===== config.mk =====
export PLATFORM = sky130hd
export DESIGN_NAME = hsa_hue_sat_adjuster
export DESIGN_NICKNAME = d
export VERILOG_FILES = /design/src/hdl/hsa_hue_sat_adjuster.v /design/src/hdl/hsa_sector_table.v
export VERILOG_INCLUDE_DIRS = /design/src /design/src/hdl
export SDC_FILE = /design/constraint.sdc
export NUM_CORES = 2
export LEC_CHECK = 0
export BUFFER_PORTS_ARGS = -buffer_cell sky130_fd_sc_hd__buf_4
export CORE_MARGIN = 1.5
export CORE_UTILIZATION = 45
export DETAILED_ROUTE_END_ITERATION = 10
export PLACE_DENSITY = 0.6
export SETUP_SLACK_MARGIN = 0.1
export SLEW_MARGIN = 20
export SYNTH_ARGS = -nofsm -noshare
export SYNTH_HDL_FRONTEND = slang
export SYNTH_SLANG_ARGS = --single-unit

===== constraint.sdc =====
create_clock -name clk -period 81.5 [get_ports clk]
set_input_delay 16.3 -clock clk [delete_from_list [all_inputs] [get_ports clk]]
set_output_delay 16.3 -clock clk [all_outputs]
set_load 0.005 [all_outputs]

===== src/hdl/hsa_consts.vh =====
// Purpose: Constants shared by the hue and saturation adjuster files
// Assumes: 32-bit APB data, 12-bit byte address, 8-bit RGB pixels
// Notes: Definitions only
`ifndef HSA_CONSTS_VH
`define HSA_CONSTS_VH

// ----------------------------------------
// Register byte offsets
// ----------------------------------------
`define HSA_OFS_CTRL 12'h000
`define HSA_OFS_HUE 12'h004
`define HSA_OFS_SAT 12'h008
`define HSA_OFS_STATUS 12'h00C

// ----------------------------------------
// Control field positions
// ----------------------------------------
`define HSA_CTRL_ENABLE 0
`define HSA_CTRL_BAYER_OUT 1
`define HSA_CTRL_BAYER_PERMIT 2
`define HSA_CTRL_PICK_LSB 4
`define HSA_CTRL_PICK_MSB 6

// ----------------------------------------
// Status field positions
// ----------------------------------------
`define HSA_STAT_ACTIVE 0
`define HSA_STAT_BUSY 1
`define HSA_STAT_COUNT_LSB 16

// ----------------------------------------
// Reset values and scale points
// ----------------------------------------
`define HSA_CTRL_RESET 7'h00
`define HSA_HUE_RESET 8'h00
`define HSA_SAT_RESET 8'h80
`define HSA_SAT_UNITY 8'h80
`define HSA_CNT_RESET 16'h0000

// ----------------------------------------
// Hexagon geometry (hue in 1/256 sector units)
// ----------------------------------------
`define HSA_SECTORS 6
`define HSA_SECT_SPAN 12'h100
`define HSA_HUE_FULL 12'h600
`define HSA_SECT_RED 3'h0
`define HSA_SECT_YELLOW 3'h1
`define HSA_SECT_GREEN 3'h2
`define HSA_SECT_CYAN 3'h3
`define HSA_SECT_BLUE 3'h4
`define HSA_SECT_MAGENTA 3'h5

// ----------------------------------------
// Pipeline latency in clock cycles
// ----------------------------------------
`define HSA_LATENCY 4

`endif


===== src/hdl/hsa_hue_sat_adjuster.v =====
// Purpose: Per-pixel hue rotation and saturation scaling over six hexagon sectors
// Assumes: RGB pixels already white balanced; APB slave for settings
// Notes: Four-cycle pipeline; one wait state on every APB access
`timescale 1ns/1ns
`include "hsa_consts.vh"

module hsa_hue_sat_adjuster (
  input wire clk,
  input wire rst_n,
  input wire psel,
  input wire penable,
  input wire pwrite,
  input wire [11:0] paddr,
  input wire [31:0] pwdata,
  output reg [31:0] prdata,
  output reg pready,
  output reg pslverr,
  input wire pixInValid,
  input wire [7:0] pixInR,
  input wire [7:0] pixInG,
  input wire [7:0] pixInB,
  output reg pixOutValid,
  output reg [7:0] pixOutR,
  output reg [7:0] pixOutG,
  output reg [7:0] pixOutB
);

  // ----------------------------------------
  // Control and status registers
  // ----------------------------------------
  reg [6:0] ctrl_reg; // Enable, Bayer flags, sector pick
  reg [15:0] count_reg; // Adjusted pixel count, wraps
  wire adjustOn = ctrl_reg[`HSA_CTRL_ENABLE];
  wire bayerOut = ctrl_reg[`HSA_CTRL_BAYER_OUT];
  wire bayerPermit = ctrl_reg[`HSA_CTRL_BAYER_PERMIT];
  wire [2:0] sectorPick = ctrl_reg[`HSA_CTRL_PICK_MSB:`HSA_CTRL_PICK_LSB];
  wire active = adjustOn && !(bayerOut && !bayerPermit);

  // ----------------------------------------
  // APB access decode
  // ----------------------------------------
  wire accessDone = psel && penable && pready; // Last access cycle
  wire wrDone = accessDone && pwrite;
  wire hitCtrl = (paddr == `HSA_OFS_CTRL);
  wire hitHue = (paddr == `HSA_OFS_HUE);
  wire hitSat = (paddr == `HSA_OFS_SAT);
  wire hitStat = (paddr == `HSA_OFS_STATUS);
  wire hitAny = hitCtrl || hitHue || hitSat || hitStat;
  wire [15:0] pickData; // Selected sector entry
  reg busy; // Any pixel in flight

  // Ready after one wait state, data and error with it
  always @(posedge clk or negedge rst_n) begin
    if (!rst_n) begin
      pready <= 1'b0;
      pslverr <= 1'b0;
      prdata <= 32'h00000000;
    end else begin
      pready <= psel && penable && !pready;
      if (psel && penable && !pready) begin
        pslverr <= !hitAny;
        if (pwrite || !hitAny) begin
          prdata <= 32'h00000000;
        end else if (hitCtrl) begin
          prdata <= {25'h0000000, ctrl_reg};
        end else if (hitHue) begin
          prdata <= {{24{pickData[15]}}, pickData[15:8]};
        end else if (hitSat) begin
          prdata <= {24'h000000, pickData[7:0]};
        end else begin
          prdata <= {count_reg, 14'h0000, busy, active};
        end
      end else begin
        pslverr <= 1'b0;
      end
    end
  end

  // Control register write
  always @(posedge clk or negedge rst_n) begin
    if (!rst_n) begin
      ctrl_reg <= `HSA_CTRL_RESET;
    end else if (wrDone && hitCtrl) begin
      ctrl_reg <= pwdata[6:0];
    end
  end

  // ----------------------------------------
  // Stage 1: input capture
  // ----------------------------------------
  reg v1; // Stage 1 valid
  reg [7:0] r1, g1, b1; // Stage 1 pixel
  always @(posedge clk or negedge rst_n) begin
    if (!rst_n) begin
      v1 <= 1'b0;
      r1 <= 8'h00;
      g1 <= 8'h00;
      b1 <= 8'h00;
    end else begin
      v1 <= pixInValid;
      r1 <= pixInR;
      g1 <= pixInG;
      b1 <= pixInB;
    end
  end

  // ----------------------------------------
  // Hexagon position of the stage 1 pixel
  // ----------------------------------------
  reg [2:0] region; // Ordering of components
  reg [7:0] mx, md, mn; // Max, middle, min
  always @* begin
    region = `HSA_SECT_MAGENTA;
    mx = r1;
    md = b1;
    mn = g1;
    if (r1 >= g1 && g1 >= b1) begin
      region = `HSA_SECT_RED;
      mx = r1; md = g1; mn = b1;
    end else if (g1 > r1 && r1 >= b1) begin
      region = `HSA_SECT_YELLOW;
      mx = g1; md = r1; mn = b1;
    end else if (g1 >= b1 && b1 > r1) begin
      region = `HSA_SECT_GREEN;
      mx = g1; md = b1; mn = r1;
    end else if (b1 > g1 && g1 > r1) begin
      region = `HSA_SECT_CYAN;
      mx = b1; md = g1; mn = r1;
    end else if (b1 >= r1 && r1 > g1) begin
      region = `HSA_SECT_BLUE;
      mx = b1; md = r1; mn = g1;
    end
  end

  wire [7:0] chroma = mx - mn; // Colourfulness
  wire [15:0] fracNum = {md - mn, 8'h00}; // Scaled mid offset
  wire [15:0] fracQ = (chroma == 8'h00) ? 16'h0000 : fracNum / {8'h00, chroma};
  wire [11:0] regBase = {1'b0, region, 8'h00}; // Region start
  wire [11:0] fracW = {3'b000, fracQ[8:0]}; // 0..256
  wire [11:0] hueRaw = region[0] ? (regBase + `HSA_SECT_SPAN - fracW) : (regBase + fracW);
  wire [11:0] hueNow = (hueRaw >= `HSA_HUE_FULL) ? (hueRaw - `HSA_HUE_FULL) : hueRaw;
  wire [2:0] vertA = hueNow[10:8]; // Sector at or below hue
  wire [2:0] vertB = (vertA == `HSA_SECT_MAGENTA) ? `HSA_SECT_RED : (vertA + 3'h1);

  // ----------------------------------------
  // Sector table
  // ----------------------------------------
  wire [15:0] entA, entB; // Bracketing sector entries
  hsa_sector_table #(
    .ENTRIES(`HSA_SECTORS)
  ) uTable (
    .clk(clk),
    .rst_n(rst_n),
    .wrAddr(sectorPick),
    .wrHueEn(wrDone && hitHue),
    .wrSatEn(wrDone && hitSat),
    .wrData(pwdata[7:0]),
    .rdAddrA(vertA),
    .rdAddrB(vertB),
    .rdAddrC(sectorPick),
    .rdDataA(entA),
    .rdDataB(entB),
    .rdDataC(pickData)
  );

  // ----------------------------------------
  // Stage 2: hue position registered
  // ----------------------------------------
  reg v2; // Stage 2 valid
  reg [23:0] pix2; // Original pixel
  reg [11:0] h2; // Hue position
  reg [7:0] c2; // Chroma
  reg [8:0] l2; // Max plus min
  always @(posedge clk or negedge rst_n) begin
    if (!rst_n) begin
      v2 <= 1'b0;
      pix2 <= 24'h000000;
      h2 <= 12'h000;
      c2 <= 8'h00;
      l2 <= 9'h000;
    end else begin
      v2 <= v1;
      pix2 <= {r1, g1, b1};
      h2 <= hueNow;
      c2 <= chroma;
      l2 <= {1'b0, mx} + {1'b0, mn};
    end
  end

  // ----------------------------------------
  // Blend of the two bracketing sectors
  // ----------------------------------------
  wire [8:0] wB = {1'b0, h2[7:0]}; // Weight of upper sector
  wire [8:0] wA = 9'h100 - wB; // Weight of lower sector
  // raw hue is signed, 128 per sector (2 hue units per step)
  // raw span gives full real range
  wire signed [18:0] hueMix = $signed(entA[15:8]) * $signed({1'b0, wA})
                            + $signed(entB[15:8]) * $signed({1'b0, wB});
  wire signed [10:0] dh = hueMix[18:8]; // Blended shift, -128..127
  // raw span gives full real range
  wire [16:0] satMix = entA[7:0] * wA + entB[7:0] * wB;
  wire [7:0] gain = satMix[15:8]; // Blended gain
  wire signed [12:0] hueShift = $signed({1'b0, h2}) - $signed({dh, 1'b0});
  wire signed [12:0] hueFull = $signed({1'b0, `HSA_HUE_FULL});
  wire signed [12:0] hueWrap = (hueShift < 13'sd0) ? (hueShift + hueFull)
                             : (hueShift >= hueFull) ? (hueShift - hueFull) : hueShift;
  wire [15:0] chromaProd = c2 * gain;
  wire [8:0] chromaNew = chromaProd[15:7];
  wire ident = !active || (c2 == 8'h00) || (dh == 11'sd0 && gain == `HSA_SAT_UNITY);

  // ----------------------------------------
  // Stage 3: adjusted hue and chroma
  // ----------------------------------------
  reg v3; // Stage 3 valid
  reg [23:0] pix3; // Original pixel
  reg [11:0] h3; // New hue position
  reg [8:0] c3; // New chroma
  reg [8:0] l3; // Max plus min
  reg id3; // Pass unchanged
  always @(posedge clk or negedge rst_n) begin
    if (!rst_n) begin
      v3 <= 1'b0;
      pix3 <= 24'h000000;
      h3 <= 12'h000;
      c3 <= 9'h000;
      l3 <= 9'h000;
      id3 <= 1'b1;
    end else begin
      v3 <= v2;
      pix3 <= pix2;
      h3 <= hueWrap[11:0];
      c3 <= chromaNew;
      l3 <= l2;
      id3 <= ident;
    end
  end

  // Adjusted pixel counter and busy flag
  always @(posedge clk or negedge rst_n) begin
    if (!rst_n) begin
      count_reg <= `HSA_CNT_RESET;
      busy <= 1'b0;
    end else begin
      busy <= pixInValid || v1 || v2 || v3;
      if (v2 && !ident) begin
        count_reg <= count_reg + 16'h0001;
      end
    end
  end

  // ----------------------------------------
  // Rebuild RGB around the gray level
  // ----------------------------------------
  wire [9:0] hiSum = {1'b0, l3} + {1'b0, c3};
  wire signed [10:0] loSum = $signed({2'b00, l3}) - $signed({2'b00, c3});
  wire [7:0] hiV = (hiSum[9:1] > 9'h0FF) ? 8'hFF : hiSum[8:1];
  wire [7:0] loV = (loSum < 11'sd0) ? 8'h00 : loSum[8:1];
  wire [7:0] cEff = hiV - loV; // Chroma after clamping
  wire [8:0] tW = {1'b0, h3[7:0]};
  wire [8:0] dW = h3[8] ? (9'h100 - tW) : tW; // Mid fraction, odd regions mirror
  wire [16:0] midProd = dW * cEff;
  wire [7:0] midV = loV + midProd[15:8];
  reg [23:0] rebuilt; // Reassembled pixel
  // region table mirrors the hexagon order
  always @* begin
    case (h3[10:8])
      `HSA_SECT_RED: rebuilt = {hiV, midV, loV};
      `HSA_SECT_YELLOW: rebuilt = {midV, hiV, loV};
      `HSA_SECT_GREEN: rebuilt = {loV, hiV, midV};
      `HSA_SECT_CYAN: rebuilt = {loV, midV, hiV};
      `HSA_SECT_BLUE: rebuilt = {midV, loV, hiV};
      `HSA_SECT_MAGENTA: rebuilt = {hiV, loV, midV};
      default: rebuilt = pix3;
    endcase
  end

  // ----------------------------------------
  // Stage 4: output registers
  // ----------------------------------------
  // bypass path keeps pixel
  always @(posedge clk or negedge rst_n) begin
    if (!rst_n) begin
      pixOutValid <= 1'b0;
      pixOutR <= 8'h00;
      pixOutG <= 8'h00;
      pixOutB <= 8'h00;
    end else begin
      pixOutValid <= v3;
      if (id3) begin
        {pixOutR, pixOutG, pixOutB} <= pix3;
      end else begin
        {pixOutR, pixOutG, pixOutB} <= rebuilt;
      end
    end
  end

endmodule // hsa_hue_sat_adjuster


===== src/hdl/hsa_sector_table.v =====
// Purpose: Six-entry table of per-sector hue shift and saturation gain
// Assumes: One write port, three registered read ports
// Notes: Entry is {hue[7:0], sat[7:0]}; read data lag address by one cycle
`timescale 1ns/1ns
`include "hsa_consts.vh"

module hsa_sector_table #(
  parameter ENTRIES = `HSA_SECTORS
) (
  input wire clk,
  input wire rst_n,
  input wire [2:0] wrAddr,
  input wire wrHueEn,
  input wire wrSatEn,
  input wire [7:0] wrData,
  input wire [2:0] rdAddrA,
  input wire [2:0] rdAddrB,
  input wire [2:0] rdAddrC,
  output reg [15:0] rdDataA,
  output reg [15:0] rdDataB,
  output reg [15:0] rdDataC
);

  // ----------------------------------------
  // Storage
  // ----------------------------------------
  wire [15:0] entryFlat [0:7]; // Entry contents, unused slots read neutral

  genvar gi;
  generate
    for (gi = 0; gi < 8; gi = gi + 1) begin : gEntry
      if (gi < ENTRIES) begin : gLive
        reg [7:0] hue_reg; // Signed hue shift
        reg [7:0] sat_reg; // Unsigned saturation gain
        // One stored value per sector and per setting
        always @(posedge clk or negedge rst_n) begin
          if (!rst_n) begin
            hue_reg <= `HSA_HUE_RESET;
            sat_reg <= `HSA_SAT_RESET;
          end else begin
            if (wrHueEn && wrAddr == gi) begin
              hue_reg <= wrData;
            end
            if (wrSatEn && wrAddr == gi) begin
              sat_reg <= wrData;
            end
          end
        end
        assign entryFlat[gi] = {hue_reg, sat_reg};
      end else begin : gNone
        assign entryFlat[gi] = {`HSA_HUE_RESET, `HSA_SAT_RESET};
      end
    end
  endgenerate

  // ----------------------------------------
  // Registered read ports
  // ----------------------------------------
  always @(posedge clk or negedge rst_n) begin
    if (!rst_n) begin
      rdDataA <= {`HSA_HUE_RESET, `HSA_SAT_RESET};
      rdDataB <= {`HSA_HUE_RESET, `HSA_SAT_RESET};
      rdDataC <= {`HSA_HUE_RESET, `HSA_SAT_RESET};
    end else begin
      rdDataA <= entryFlat[rdAddrA];
      rdDataB <= entryFlat[rdAddrB];
      rdDataC <= entryFlat[rdAddrC];
    end
  end

endmodule // hsa_sector_table

==> results.md <==
* Post-synthesis cell count at 4035
* Total number of vias at 28900
* Worst path required time at 81940 ps
* Post-CTS Hold Fix Bufs at 0
* Final setup vio count at 0
* Post-CTS Setup Inserts at 0
* Final Max Slew Viols at 0
* Crit Path Category: reg -> reg
* Cts bufs inserted at 38
* Max cap viols at 0
* Tightest Pin Transition at 1180 ps
* Min Tclk post-route at 45890 ps
* Fillcell total at 7738
* Initial DRC Count at 1794
* Avg Cell Area, Syn at 9.27 um^2
* CTS tree: built
* Register area share after synthesis at 23.7%
* Reg-to-reg slack, setup at 35610 ps
* # port buffers at 108
* Crit end category: flip-flop
* Post-cts resize count at 0
* FMAX at 21.8 MHz
* ANT nets after route at 0
* Clock tree buffer depth at 3
* Number of synthesized flops with an enable pin at 0
* Commonest non-fill, non-tap cell in the layout: inv_1
* Met1 wire length at 44.0 mm
* WL met3 at 4.58 mm
* Area Overhead vs Synth at 8.99%
* Final Hold Vio Count at 0
* Sink Count at 353
* Diode count at 0
* Synth warnings at 0
* Hpwl dp at 72.0 mm
* RSZ-0062 raised after global routing: no
* First-pass iteration count of the detailed router at 5
* Starting Density at 45.5%
* # IOs at 133
* Critical Path Slowest Stage Cell: and3_1
* Met2 WL at 44.6 mm
* Share of post-route cells with drive strength above 1 at 10.9%
* Crit Path Max Fanout at 39
* Largest net degree at the start of global routing at 164
* Arr. time, crit path at 46330 ps
* Setup TNS at 0 ps
* GP Congestion at 0.887
* Min Hold Slack at 341 ps
* Placeable Area at 82100 um^2
* Final period utilization at 56.3%
* Vias in the first global route at 28700
* Drt via density at 5.58
* Hold WC Path Type: reg -> reg
* Startpoint Class: flip-flop
* Post-Syn Nets at 4789
* Commonest cells after routing, fill and taps aside: inv_1, ha_1, nand2_1, dfrtp_1, fa_1
* Area of the multi-input gates at 26000 um^2
* Initial antenna violation count at 3
* Clk_lat worst skew at 570 ps
* Rel. slew slack at 21.6%
* Register area at 8850 um^2
* Clk slew on worst S/H paths at 60 ps
* WL/cell at 18.4 um
* Final wirelength at 95.3 mm
* Top_reg_cell synth: dfrtp_1
* Die height at 291 um
* Clock Root Buffer: clkbuf_16
* Post-synthesis cell type count at 107
* Htree depth at 2
* Die area at 84800 um^2
* GR Util All Layers at 22.5%
* DRC Markers at 0
* Worst Path Buf+Inv at 10
* Fin nets at 4844
* Setup Skew at 24.0 ps
* Synth Cell Area at 37400 um^2
* GRT overflow at 0
* Die Span X at 291 um
* Number of synthesized register bits at 353
* DR top layer: met5
* First-pass GRT wire length at 154 mm
* Most frequent cell on the critical path: o21a_1
* Slowest stage delay, CP at 860 ps
* Largest delay share family, worst path: compound AO/OA/AOI/OAI gates
* # rows at 105
* Status: completed
* Async S/R FF share, synth at 100%
-- final timing paths --
kind                       startpoint  depth (start not counted)                  to
setup / recovery                g1[1]                        183  uTable.rdDataB[15]
hold / removal                  l2[6]                          0               l3[6]
setup reg to reg                g1[1]                        183  uTable.rdDataB[15]
hold reg to reg                 l2[6]                          0               l3[6]
max in group asynchronous       rst_n                          3        count_reg[5]
min in group asynchronous       rst_n                          1               r1[2]
-- worst reg2reg max path, delay by kind of cell (launching register included) --
family	cells	cell delay (ps)
DFF	1	500
adders and majority gates	21	6770
muxes	6	2020
AOI/OAI and AO/OA	92	20860
and+or+nand+nor	54	13610
buffers and inverters	10	1980
-- metal layers --
| metal | vias to the layer above | GRT usage (%) |
|---|---|---|
| li1 | 13900 | - |
| met1 | 14200 | 31.4 |
| met2 | 657 | 37.3 |
| met3 | 141 | 2.34 |
| met4 | 4 | 5.96 |
| met5 | - | 0 |
-- Yosys cell counts (all sizes together), types with 58 or more instances --
cell	instances	area share [%]
a21o	58	1.2
a21oi	177	2.4
and2	194	3.2
clkbuf	95	0.95
dfrtp	343	23
fa	290	16
ha	390	13
inv	523	5.3
mux2	145	4.4
mux2i	94	2.5
nand2	354	3.6
nor2	226	2.3
nor3	91	1.3
o21a	76	1.5
o21ai	144	1.9
xnor2	108	2.5
-- area by class of cell --
cell class / instances / area share [%]
Clock buffer: 48 / 2.57
Clock inverter: 19 / 0.848
Inverter: 525 / 4.84
Multi-Input combinational cell: 3016 / 63.8
Sequential cell: 353 / 21.7
Tap cell: 1070 / 3.29
Timing Repair Buffer: 156 / 2.92
-- through the flow --
| stage | setup slack [ps] | instance area [um^2] | instances | util, % |
|---|---|---|---|---|
| 4_1_cts | 35840 | 40700 | 5187 | 49.6 |
| 3_5_place_dp | 36070 | 39300 | 5120 | 47.9 |
| 6_report | 35610 | 40700 | 5187 | 49.6 |
| 3_3_place_gp | 36430 | 39300 | 5120 | 47.9 |
| 2_1_floorplan | 43580 | 37400 | 4035 | - |
| 5_1_grt | 31900 | 40700 | 5187 | 49.6 |
-- kinds of logic after synthesis --
kind of cell	after synthesis	share of synthesized area, %
simple gates	1135	15.0
mux	255	7.88
compound gates	788	14.2
fa+ha+maj	682	28.6
flops	353	23.7
buf+inv	666	6.92
xor+xnor	156	3.67
Power is not shown: default switching activity piles up to over one toggle a cycle in this logic, so the estimate is an artifact.
